==> config.mk <==
export PLATFORM = sky130hd
export DESIGN_NAME = vector_map_top
export DESIGN_NICKNAME = d
export VERILOG_FILES = /design/src/pkg/vector_map_pkg.sv /design/src/hdl/vector_addr_calc.sv /design/src/hdl/vector_map_top.sv
export VERILOG_INCLUDE_DIRS = /design/src /design/src/pkg
export SDC_FILE = /design/constraint.sdc
export NUM_CORES = 1
export LEC_CHECK = 0
export BUFFER_PORTS_ARGS = -buffer_cell sky130_fd_sc_hd__buf_2
export CAP_MARGIN = 5
export CELL_PAD_IN_SITES_DETAIL_PLACEMENT = 1
export CELL_PAD_IN_SITES_GLOBAL_PLACEMENT = 2
export CORE_ASPECT_RATIO = 0.7
export CORE_MARGIN = 1
export CORE_UTILIZATION = 26
export CTS_CLUSTER_SIZE = 25
export DETAILED_ROUTE_END_ITERATION = 8
export PLACE_DENSITY_LB_ADDON = 0.1
export REMOVE_ABC_BUFFERS = 1
export SLEW_MARGIN = 5
export SYNTH_ARGS = -nofsm -noshare
export SYNTH_HDL_FRONTEND = slang
export SYNTH_SLANG_ARGS = --single-unit
==> constraint.sdc <==
create_clock -name aclk -period 2.6 [get_ports aclk]
set_input_delay 0.52 -clock aclk [delete_from_list [all_inputs] [get_ports aclk]]
set_output_delay 0.52 -clock aclk [all_outputs]
set_load 0.01 [all_outputs]
==> src/pkg/vector_map_defines.svh <==
// Offsets, field positions, reset values and vector addresses of the vector map.
`ifndef VECTOR_MAP_DEFINES_SVH
`define VECTOR_MAP_DEFINES_SVH

`define VEC_ADDR_W 13
`define BOOT_RESET_ADDR_DEF 13'h1C00
`define UNLOCK_CYCLES 4

`define OFF_CTRL 8'h00
`define OFF_STATUS 8'h04
`define OFF_MASK 8'h08
`define OFF_BOOT_INFO 8'h0C
`define OFF_LAST_VEC 8'h10

`define CTRL_UNLOCK_BIT 0
`define CTRL_SELECT_BIT 1
`define BOOT_FUSE_BIT 16
`define LAST_BAD_BIT 31

`define EV_MOVED_BIT 0
`define EV_EXPIRED_BIT 1
`define EV_BADNUM_BIT 2
`define EV_W 3

`define CTRL_RESET 2'h0
`define STATUS_RESET 3'h0
`define MASK_RESET 3'h0

`define VA_RESET 8'h00
`define VA_EXT_REQ0 8'h02
`define VA_EXT_REQ1 8'h04
`define VA_T2_CMP 8'h06
`define VA_T2_OVF 8'h08
`define VA_T1_CAP 8'h0A
`define VA_T1_CMPA 8'h0C
`define VA_T1_CMPB 8'h0E
`define VA_T1_OVF 8'h10
`define VA_T0_OVF 8'h12
`define VA_SPI_DONE 8'h14
`define VA_USART_RX 8'h16
`define VA_USART_EMPTY 8'h18
`define VA_USART_TX 8'h1A
`define VA_CONV_DONE 8'h1C
`define VA_EEPROM_RDY 8'h1E
`define VA_ANALOG_CMP 8'h20
`define VA_TWO_WIRE 8'h22
`define VA_EXT_REQ2 8'h24
`define VA_T0_CMP 8'h26
`define VA_STORE_RDY 8'h28

`endif

==> src/pkg/vector_map_pkg.sv <==
// Types shared by the vector map and its address calculator.
`include "vector_map_defines.svh"

package vector_map_pkg;

  typedef logic [4:0] vector_num_t;
  typedef logic [`VEC_ADDR_W-1:0] prog_addr_t;

  typedef enum logic [4:0] {
    VN_RESET = 5'h01, VN_EXT_REQ0 = 5'h02, VN_EXT_REQ1 = 5'h03,
    VN_T2_CMP = 5'h04, VN_T2_OVF = 5'h05, VN_T1_CAP = 5'h06,
    VN_T1_CMPA = 5'h07, VN_T1_CMPB = 5'h08, VN_T1_OVF = 5'h09,
    VN_T0_OVF = 5'h0A, VN_SPI_DONE = 5'h0B, VN_USART_RX = 5'h0C,
    VN_USART_EMPTY = 5'h0D, VN_USART_TX = 5'h0E, VN_CONV_DONE = 5'h0F,
    VN_EEPROM_RDY = 5'h10, VN_ANALOG_CMP = 5'h11, VN_TWO_WIRE = 5'h12,
    VN_EXT_REQ2 = 5'h13, VN_T0_CMP = 5'h14, VN_STORE_RDY = 5'h15
  } vector_id_e;

  typedef enum logic [2:0] {
    ST_LOCKED = 3'b001,
    ST_OPEN = 3'b010,
    ST_HOLD = 3'b100
  } unlock_state_e;

  typedef struct packed {
    logic req;
    vector_num_t num;
  } vec_req_s;

  typedef struct packed {
    logic valid;
    logic bad;
    prog_addr_t addr;
  } vec_rsp_s;

endpackage

==> src/hdl/vector_addr_calc.sv <==
// Combinational mapping of a vector number to its program address.
`timescale 1ns/1ps

module vector_addr_calc
  import vector_map_pkg::*;
(
  // Placement controls
  input wire logic table_select,
  input wire logic fuse_programmed,
  input wire prog_addr_t boot_addr,
  // Lookup
  input wire vector_num_t num,
  output prog_addr_t addr,
  output logic bad
);

  function automatic logic [8:0] default_offset(input vector_num_t n);
    logic [8:0] r;
    r = 9'h100;
    case (n)
      VN_RESET: r = {1'b0, `VA_RESET};
      VN_EXT_REQ0: r = {1'b0, `VA_EXT_REQ0};
      VN_EXT_REQ1: r = {1'b0, `VA_EXT_REQ1};
      VN_EXT_REQ2: r = {1'b0, `VA_EXT_REQ2};
      VN_T2_CMP: r = {1'b0, `VA_T2_CMP};
      VN_T2_OVF: r = {1'b0, `VA_T2_OVF};
      VN_T1_CAP: r = {1'b0, `VA_T1_CAP};
      VN_T1_CMPA: r = {1'b0, `VA_T1_CMPA};
      VN_T1_CMPB: r = {1'b0, `VA_T1_CMPB};
      VN_T1_OVF: r = {1'b0, `VA_T1_OVF};
      VN_T0_OVF: r = {1'b0, `VA_T0_OVF};
      VN_T0_CMP: r = {1'b0, `VA_T0_CMP};
      VN_SPI_DONE: r = {1'b0, `VA_SPI_DONE};
      VN_USART_RX: r = {1'b0, `VA_USART_RX};
      VN_USART_EMPTY: r = {1'b0, `VA_USART_EMPTY};
      VN_USART_TX: r = {1'b0, `VA_USART_TX};
      VN_TWO_WIRE: r = {1'b0, `VA_TWO_WIRE};
      VN_CONV_DONE: r = {1'b0, `VA_CONV_DONE};
      VN_EEPROM_RDY: r = {1'b0, `VA_EEPROM_RDY};
      VN_ANALOG_CMP: r = {1'b0, `VA_ANALOG_CMP};
      VN_STORE_RDY: r = {1'b0, `VA_STORE_RDY};
      default: r = 9'h100;
    endcase
    return r;
  endfunction

  logic [8:0] off;
  prog_addr_t base;

  // The reset entry follows the fuse, every other entry follows the select bit.
  always_comb begin
    off = default_offset(num);
    bad = off[8];
    if (num == VN_RESET) begin
      base = fuse_programmed ? boot_addr : '0;
    end else begin
      base = table_select ? boot_addr : '0;
    end
    addr = base + {{(`VEC_ADDR_W-8){1'b0}}, off[7:0]};
  end

endmodule

==> src/hdl/vector_map_top.sv <==
// Reset and interrupt vector map with table relocation, behind an AXI4-Lite slave.
//
// Design decisions made here: the placing of the registers and register access over AXI4-Lite.
`timescale 1ns/1ps

module vector_map_top
  import vector_map_pkg::*;
#(
  parameter prog_addr_t BOOT_RESET_ADDR = `BOOT_RESET_ADDR_DEF
) (
  // Clock and reset
  input wire logic aclk,
  input wire logic aresetn,
  // AXI4-Lite write address
  input wire logic [7:0] s_axi_awaddr,
  input wire logic [2:0] s_axi_awprot,
  input wire logic s_axi_awvalid,
  output logic s_axi_awready,
  // AXI4-Lite write data
  input wire logic [31:0] s_axi_wdata,
  input wire logic [3:0] s_axi_wstrb,
  input wire logic s_axi_wvalid,
  output logic s_axi_wready,
  // AXI4-Lite write response
  output logic [1:0] s_axi_bresp,
  output logic s_axi_bvalid,
  input wire logic s_axi_bready,
  // AXI4-Lite read address
  input wire logic [7:0] s_axi_araddr,
  input wire logic [2:0] s_axi_arprot,
  input wire logic s_axi_arvalid,
  output logic s_axi_arready,
  // AXI4-Lite read data
  output logic [31:0] s_axi_rdata,
  output logic [1:0] s_axi_rresp,
  output logic s_axi_rvalid,
  input wire logic s_axi_rready,
  // Fuse strap
  input wire logic boot_reset_select_fuse,
  // Core side
  input wire vec_req_s vec_req,
  input wire logic instr_done,
  output vec_rsp_s vec_rsp,
  output prog_addr_t reset_vector_addr,
  output logic irq_block,
  // Interrupt
  output logic irq
);

  localparam logic [1:0] RESP_OKAY = 2'b00;
  localparam logic [1:0] RESP_SLVERR = 2'b10;
  localparam logic [1:0] UNLOCK_LOAD = 2'(`UNLOCK_CYCLES - 1);

  function automatic logic is_mapped(input logic [7:0] a);
    logic [7:0] w;
    w = {a[7:2], 2'b00};
    return (w == `OFF_CTRL) || (w == `OFF_STATUS) || (w == `OFF_MASK) ||
           (w == `OFF_BOOT_INFO) || (w == `OFF_LAST_VEC);
  endfunction

  // Bus state.
  logic aw_hold_reg;
  logic w_hold_reg;
  logic [7:0] awaddr_reg;
  logic [31:0] wdata_reg;
  logic [3:0] wstrb_reg;
  logic awready_reg;
  logic wready_reg;
  logic bvalid_reg;
  logic [1:0] bresp_reg;
  logic arready_reg;
  logic rvalid_reg;
  logic [31:0] rdata_reg;
  logic [1:0] rresp_reg;

  // Block state.
  unlock_state_e state_reg;
  unlock_state_e state_next;
  logic [1:0] unlock_cnt_reg;
  logic select_reg;
  logic fuse_reg;
  logic fuse_cap_reg;
  logic [`EV_W-1:0] status_reg;
  logic [`EV_W-1:0] status_next;
  logic [`EV_W-1:0] mask_reg;
  logic [`EV_W-1:0] events;
  logic irq_reg;
  logic irq_block_reg;
  vec_rsp_s vec_rsp_reg;
  prog_addr_t reset_vec_reg;

  logic aw_take;
  logic w_take;
  logic do_write;
  logic aw_hold_next;
  logic w_hold_next;
  logic bvalid_next;
  logic ar_take;
  logic rvalid_next;
  logic wr_lane0;
  logic ctrl_wr;
  logic wr_unlock;
  logic wr_select;
  logic fuse_programmed;
  prog_addr_t calc_addr;
  logic calc_bad;

  assign aw_take = s_axi_awvalid && awready_reg;
  assign w_take = s_axi_wvalid && wready_reg;
  assign do_write = aw_hold_reg && w_hold_reg;
  assign aw_hold_next = (aw_hold_reg || aw_take) && !do_write;
  assign w_hold_next = (w_hold_reg || w_take) && !do_write;
  assign bvalid_next = do_write || (bvalid_reg && !s_axi_bready);
  assign ar_take = s_axi_arvalid && arready_reg;
  assign rvalid_next = ar_take || (rvalid_reg && !s_axi_rready);

  assign wr_lane0 = do_write && wstrb_reg[0];
  assign ctrl_wr = wr_lane0 && ({awaddr_reg[7:2], 2'b00} == `OFF_CTRL);
  assign wr_unlock = wdata_reg[`CTRL_UNLOCK_BIT];
  assign wr_select = wdata_reg[`CTRL_SELECT_BIT];

  // A fuse reading of zero is the programmed state.
  assign fuse_programmed = !fuse_reg;

  // Address and data may arrive in either order; each is held until both are in.
  always_ff @(posedge aclk) begin
    if (!aresetn) begin
      aw_hold_reg <= 1'b0;
      w_hold_reg <= 1'b0;
      awaddr_reg <= 8'h00;
      wdata_reg <= 32'h00000000;
      wstrb_reg <= 4'h0;
      awready_reg <= 1'b0;
      wready_reg <= 1'b0;
      bvalid_reg <= 1'b0;
      bresp_reg <= RESP_OKAY;
    end else begin
      aw_hold_reg <= aw_hold_next;
      w_hold_reg <= w_hold_next;
      if (aw_take) begin
        awaddr_reg <= s_axi_awaddr;
      end
      if (w_take) begin
        wdata_reg <= s_axi_wdata;
        wstrb_reg <= s_axi_wstrb;
      end
      awready_reg <= !aw_hold_next && !bvalid_next;
      wready_reg <= !w_hold_next && !bvalid_next;
      bvalid_reg <= bvalid_next;
      if (do_write) begin
        bresp_reg <= is_mapped(awaddr_reg) ? RESP_OKAY : RESP_SLVERR;
      end
    end
  end

  // Reads answer one cycle after the address is taken.
  always_ff @(posedge aclk) begin
    if (!aresetn) begin
      arready_reg <= 1'b0;
      rvalid_reg <= 1'b0;
      rdata_reg <= 32'h00000000;
      rresp_reg <= RESP_OKAY;
    end else begin
      arready_reg <= !rvalid_next;
      rvalid_reg <= rvalid_next;
      if (ar_take) begin
        rresp_reg <= is_mapped(s_axi_araddr) ? RESP_OKAY : RESP_SLVERR;
        case ({s_axi_araddr[7:2], 2'b00})
          `OFF_CTRL: rdata_reg <= {30'h0, select_reg, state_reg == ST_OPEN};
          `OFF_STATUS: rdata_reg <= {29'h0, status_reg};
          `OFF_MASK: rdata_reg <= {29'h0, mask_reg};
          `OFF_BOOT_INFO: rdata_reg <= {15'h0, fuse_programmed, 3'h0, BOOT_RESET_ADDR};
          `OFF_LAST_VEC: rdata_reg <= {vec_rsp_reg.bad, 18'h0, vec_rsp_reg.addr};
          default: rdata_reg <= 32'h00000000;
        endcase
      end
    end
  end

  // The strap is caught once, in the first cycle after reset is released.
  always_ff @(posedge aclk) begin
    if (!aresetn) begin
      fuse_reg <= 1'b1;
      fuse_cap_reg <= 1'b0;
    end else if (!fuse_cap_reg) begin
      fuse_reg <= boot_reset_select_fuse;
      fuse_cap_reg <= 1'b1;
    end
  end

  // Unlock sequencing: the select bit only moves through the open window.
  always_comb begin
    state_next = state_reg;
    case (state_reg)
      ST_LOCKED: begin
        if (ctrl_wr && wr_unlock) begin
          state_next = ST_OPEN;
        end
      end
      ST_OPEN: begin
        if (ctrl_wr && !wr_unlock) begin
          state_next = ST_HOLD;
        end else if (ctrl_wr && wr_unlock) begin
          state_next = ST_OPEN;
        end else if (unlock_cnt_reg == 2'h0) begin
          state_next = ST_LOCKED;
        end
      end
      ST_HOLD: begin
        if (ctrl_wr && wr_unlock) begin
          state_next = ST_OPEN;
        end else if (instr_done) begin
          state_next = ST_LOCKED;
        end
      end
      default: state_next = ST_LOCKED;
    endcase
  end

  always_ff @(posedge aclk) begin
    if (!aresetn) begin
      state_reg <= ST_LOCKED;
      unlock_cnt_reg <= 2'h0;
    end else begin
      state_reg <= state_next;
      if (ctrl_wr && wr_unlock) begin
        unlock_cnt_reg <= UNLOCK_LOAD;
      end else if (state_reg == ST_OPEN && unlock_cnt_reg != 2'h0) begin
        unlock_cnt_reg <= unlock_cnt_reg - 2'h1;
      end
    end
  end

  // A select write outside the open window is dropped, guarding against stray stores.
  always_ff @(posedge aclk) begin
    if (!aresetn) begin
      select_reg <= 1'(`CTRL_RESET >> `CTRL_SELECT_BIT);
    end else if (state_reg == ST_OPEN && ctrl_wr && !wr_unlock) begin
      select_reg <= wr_select;
    end
  end

  // Interrupt blocking is a separate line; the core's global enable is left alone.
  always_ff @(posedge aclk) begin
    if (!aresetn) begin
      irq_block_reg <= 1'b0;
    end else begin
      irq_block_reg <= state_next != ST_LOCKED;
    end
  end

  always_comb begin
    events = '0;
    events[`EV_MOVED_BIT] = state_reg == ST_OPEN && ctrl_wr && !wr_unlock && wr_select != select_reg;
    events[`EV_EXPIRED_BIT] = state_reg == ST_OPEN && !ctrl_wr && unlock_cnt_reg == 2'h0;
    events[`EV_BADNUM_BIT] = vec_req.req && calc_bad;
  end

  // Setting wins over a write-one-to-clear in the same cycle.
  always_comb begin
    status_next = status_reg;
    if (wr_lane0 && {awaddr_reg[7:2], 2'b00} == `OFF_STATUS) begin
      status_next = status_reg & ~wdata_reg[`EV_W-1:0];
    end
    status_next = status_next | events;
  end

  always_ff @(posedge aclk) begin
    if (!aresetn) begin
      status_reg <= `STATUS_RESET;
      mask_reg <= `MASK_RESET;
      irq_reg <= 1'b0;
    end else begin
      status_reg <= status_next;
      if (wr_lane0 && {awaddr_reg[7:2], 2'b00} == `OFF_MASK) begin
        mask_reg <= wdata_reg[`EV_W-1:0];
      end
      irq_reg <= |(status_reg & mask_reg);
    end
  end

  vector_addr_calc u_calc (
    .table_select(select_reg),
    .fuse_programmed(fuse_programmed),
    .boot_addr(BOOT_RESET_ADDR),
    .num(vec_req.num),
    .addr(calc_addr),
    .bad(calc_bad)
  );

  // Vector lookups answer on the edge after the request.
  always_ff @(posedge aclk) begin
    if (!aresetn) begin
      vec_rsp_reg <= '0;
      reset_vec_reg <= '0;
    end else begin
      vec_rsp_reg.valid <= vec_req.req;
      if (vec_req.req) begin
        vec_rsp_reg.bad <= calc_bad;
        vec_rsp_reg.addr <= calc_bad ? '0 : calc_addr;
      end
      reset_vec_reg <= fuse_programmed ? BOOT_RESET_ADDR : '0;
    end
  end

  assign s_axi_awready = awready_reg;
  assign s_axi_wready = wready_reg;
  assign s_axi_bvalid = bvalid_reg;
  assign s_axi_bresp = bresp_reg;
  assign s_axi_arready = arready_reg;
  assign s_axi_rvalid = rvalid_reg;
  assign s_axi_rdata = rdata_reg;
  assign s_axi_rresp = rresp_reg;
  assign vec_rsp = vec_rsp_reg;
  assign reset_vector_addr = reset_vec_reg;
  assign irq_block = irq_block_reg;
  assign irq = irq_reg;

endmodule

==> results by stage <==
Worst setup path:
- The worst path required time is 2.78 ns.
- The number of buffers and inverters on the critical path is 0.
- The cell family contributing the most delay on the critical path is simple AND/OR/NAND/NOR gates.
- The worst setup path is of the flop to flop kind.
- The highest cell delay on the worst timing path is 0.67 ns.
- Among all stages on the critical path, the largest delay is contributed by sky130_fd_sc_hd__nor4b_1.
- For the worst setup path, the data arrival time is 2.12 ns.
- The highest net fanout along the worst path is 6.
- The category of the worst setup path capture point is a flop.
- The nature of the critical path startpoint is a flop.
- Traced cell by cell, the critical path runs through nand4b_1 > nor4b_1 > a21oi_1 > a41o_1.

Synth:
- The synthesized design contains 0 enable-type register cells.
- The mapped netlist covers 0.002723 mm2.
- The number of cells produced by synthesis is 317.
- The number of storage elements in the synthesis netlist is 53.
- The synthesized netlist devotes 23.62% of its cell area to simple gates.
- The largest total area in the synthesized netlist belongs to sky130_fd_sc_hd__dfxtp_1.
- The post-synthesis cell type count is 56.
- After synthesis, the cell types taking the most area are sky130_fd_sc_hd__dfxtp_1 39%, sky130_fd_sc_hd__buf_4 12%, sky130_fd_sc_hd__nand2_1 5.1%.
- The compound-gate portion of the synthesized area is 15.62%.
- The most instantiated flip-flop cell in the synthesis netlist is sky130_fd_sc_hd__dfxtp_1.
- The synthesized netlist devotes 0.6434% of its cell area to XOR and XNOR gates.
- In this run the mean area of a mapped cell was 8.589 um2.
- The share of the synthesized area in the top cell type is 38.97%.
- Counting flops with an async set or reset pin after synthesis yields a share of 0%.
- The largest family of logic cells by synthesized area is simple AND/OR/NAND/NOR gates.
- The fraction of the mapped netlist area in adder cells is 2.757%.
- After synthesis, the most frequently instantiated cells are 53 x sky130_fd_sc_hd__dfxtp_1, 44 x sky130_fd_sc_hd__buf_4, 37 x sky130_fd_sc_hd__nand2_1.
- The post-synthesis sequential area ratio is 38.97%.
- The most numerous cell in the Yosys netlist is sky130_fd_sc_hd__dfxtp_1.
- The mux share of post-synthesis cell area is 3.447%.
- For this run, the number of Yosys warnings is 0.

Route:
- The count of antenna-violating nets left after detailed routing is 0.
- The mean routed wirelength per cell is 13.69 um.
- The routed wire length is 6857 um.
- Dividing the detail-routed via count by the number of cells gives 4.489.
- For this run, design rule violations remaining after detail routing come to 0.
- The number of vias in the routed layout is 2,249.
- The DRC marker count from the first detailed-route iteration is 64.
- The first-pass iteration count of the detailed router is 4.

Clocking:
- The buffers inserted during post-CTS setup optimization is 0.
- The total clock buffers created by CTS is 5.
- The number of levels in the clock H-tree is 2.
- Hold repair after CTS inserted 0 buffers.
- The maximum clock insertion buffer count is 2.
- TritonCTS built the clock tree.
- At the later pin of the worst-skew pair, clock insertion delay measures 0.29 ns.
- The root buffer cell is sky130_fd_sc_hd__clkbuf_16.
- The post-cts resize count is 0.
- The clock drives 53 sinks.
- The clock slew at the register clock pins of the worst setup and hold paths is 0.07 ns.

Timing:
- The final-report setup violation count is 0.
- Setup repair after global routing left no endpoint under its margin.
- Static timing analysis puts the maximum clock frequency at 0.5162 GHz.
- At the pin with the least slew margin, the transition time is 0.7192 ns.
- Hold is met by 0.4541 ns.
- The final number of max-transition violations is 0.
- The clock arrives with 0.01130 ns of skew.
- The smallest clock period supported by the final layout is computed as 1.937 ns.
- The final period utilization is 74.51%.
- The final worst slack is 0.6628 ns.
- The number of endpoints with negative hold slack in the final report came to 0.
- Summed over all failing endpoints, the final setup total negative slack is 0 ns.
- Headroom to the max-slew limit came out at 51.38%.

Die:
- The die outline area is 0.01089 mm2.
- The site row count is 30.
- In this run the standard cell core region covers 0.009947 mm2.
- The number of ports placed on the die boundary is 144.
- The die is 87.62 um tall.
- The overall die width is 124.3 um.
- The starting density of the core is 27.37%.

Pwr:
- The part of the power in combinational logic is 10.5%.
- Sequential cells burn 47.5% of the power.
- In this run the power density over the cells is 578.9 mW/mm2.
- Summed over all nets, the switching power comes to 460.1 uW.
- The switching share of power is 25.22%.
- The analysis attributes to cell leakage a power of 0.001363 uW.
- The internal portion of the total power is 1364 uW.
- The peak supply drop is 0.2281 mV.
- The clock network fraction of design power is 42.0%.
- The total chip power is 1824 uW.

Worst hold path:
- The worst min-delay path class is primary input to flop.

Job:
- The number of max-cap violations is 0.

Layout:
- The number of diodes is 0.
- The post-layout net count is 451.
- The fraction of layout instances using a drive strength above 1 is 23.06%.
- The register with the most flip-flops in the layout has 9 of them.
- The non-filler instance count after layout is 501.
- Compared with the post-synthesis result, the final layout area differs by 15.76%.

Place:
- Detailed placement finished with a half-perimeter wire length of 5156 um.
- The quantity of I/O buffers inserted on ports is 63.
- The post-placement cell count is 493.
- The placer congestion estimate is 0.7198.
- At the placement stage, the worst setup path has a slack of 0.4399 ns.

Global route:
- For this run, the total global-route usage over all layers was measured as 13.32%.
- Entering global routing, the biggest net connects 22 pins.
- The first global-routing pass estimated 11,670 um of wire.
- The number of global-route vias before repair came to 2,243.
- The total overflow left after global routing is 0.
- The initial antenna violation count is 0.

Outcome:
- The flow ran to the end, and the final reports show no timing, DRC or antenna violations.
## cell families after synthesis
kind of cell | after synthesis
mux | 9
xor+xnor | 2
flops | 53
other cells | 1
simple gates | 117
fa+ha+maj | 6
buf+inv | 63
compound gates | 66
## layout by cell type, fill, tap and decap left out, types with 2 or more instances in the layout
cell | netlist | final
sky130_fd_sc_hd__o21ai_0 | 11 | 11
sky130_fd_sc_hd__nor2b_1 | 5 | 5
sky130_fd_sc_hd__nand3_1 | 12 | 12
sky130_fd_sc_hd__and3_1 | 3 | 3
sky130_fd_sc_hd__and2_1 | 2 | 2
sky130_fd_sc_hd__nand3b_1 | 6 | 6
sky130_fd_sc_hd__buf_4 | 44 | 2
sky130_fd_sc_hd__nor3b_1 | 5 | 5
sky130_fd_sc_hd__nand2b_1 | 6 | 6
sky130_fd_sc_hd__nor3_1 | 3 | 3
sky130_fd_sc_hd__nand4_1 | 2 | 2
sky130_fd_sc_hd__nor4b_1 | 5 | 5
sky130_fd_sc_hd__a21oi_1 | 26 | 26
sky130_fd_sc_hd__buf_2 | 1 | 63
sky130_fd_sc_hd__nor2_1 | 19 | 19
sky130_fd_sc_hd__a41o_1 | 3 | 3
sky130_fd_sc_hd__a31oi_1 | 2 | 2
sky130_fd_sc_hd__mux2i_1 | 6 | 6
sky130_fd_sc_hd__mux2_2 | 3 | 3
sky130_fd_sc_hd__a211oi_1 | 4 | 4
sky130_fd_sc_hd__conb_1 | 1 | 38
sky130_fd_sc_hd__nand2_1 | 37 | 37
sky130_fd_sc_hd__ha_1 | 6 | 6
sky130_fd_sc_hd__a22oi_1 | 5 | 5
sky130_fd_sc_hd__inv_1 | 8 | 8
sky130_fd_sc_hd__clkbuf_16 | 0 | 5
sky130_fd_sc_hd__or2_2 | 2 | 2
sky130_fd_sc_hd__dfxtp_1 | 53 | 53
## worst min-delay path, delay by kind of cell
family	cells	cell delay [ns]
buffers and inverters	1	0.09
multiplexers	1	0.06
AND/OR/NAND/NOR	1	0.06
## layout make-up
cell class | instances | area, um2
Tap cell | 128 | 160.2
Clock buffer | 5 | 125.1
Clock inverter | 3 | 43.79
Inverter | 9 | 33.78
Sequential cell | 53 | 1061
Timing Repair Buffer | 65 | 330.3
Fill cell | 1201 | 6795
Multi-Input combinational cell | 238 | 1398
## routing by layer
layer | GRT usage (%) | up-vias | share of wire, % | wire, um
met1 | 19.61 | 1035 | 55 | 3756
li1 | - | 1138 | - | -
met2 | 19.79 | 72 | 40 | 2728
met4 | 3.614 | 0 | 1.1 | 72
met3 | 2.443 | 4 | 4.4 | 300
met5 | 0 | - | 0 | 0
## per-stage QoR
step                area [um2]  util (%)
finish                    3152     31.69
global route              3152     31.69
CTS                       3152     31.69
detailed placement        2983     29.99
global placement          2983     29.99
floorplan                 2492         -
## final timing paths
path | start | to | slack [ns] | depth (start not counted)
worst min register to register | s_axi_rdata[1] | s_axi_rdata[1] | 0.46 | 2
worst min-delay path | boot_reset_select_fuse | fuse_reg | 0.45 | 3
worst max register to register | w_hold_reg | status_reg[1] | 0.66 | 4
worst max-delay path | w_hold_reg | status_reg[1] | 0.66 | 4
## power by group through the flow
stage / logic [uW] / clock network [uW] / registers (uW)
floorplan: 103 / 0 / 884
global placement: 193 / 0 / 885
detailed placement: 194 / 0 / 885
CTS: 194 / 791 / 866
global route: 216 / 830 / 871
finish: 192 / 767 / 866
Power figures use the tool's default switching activity.
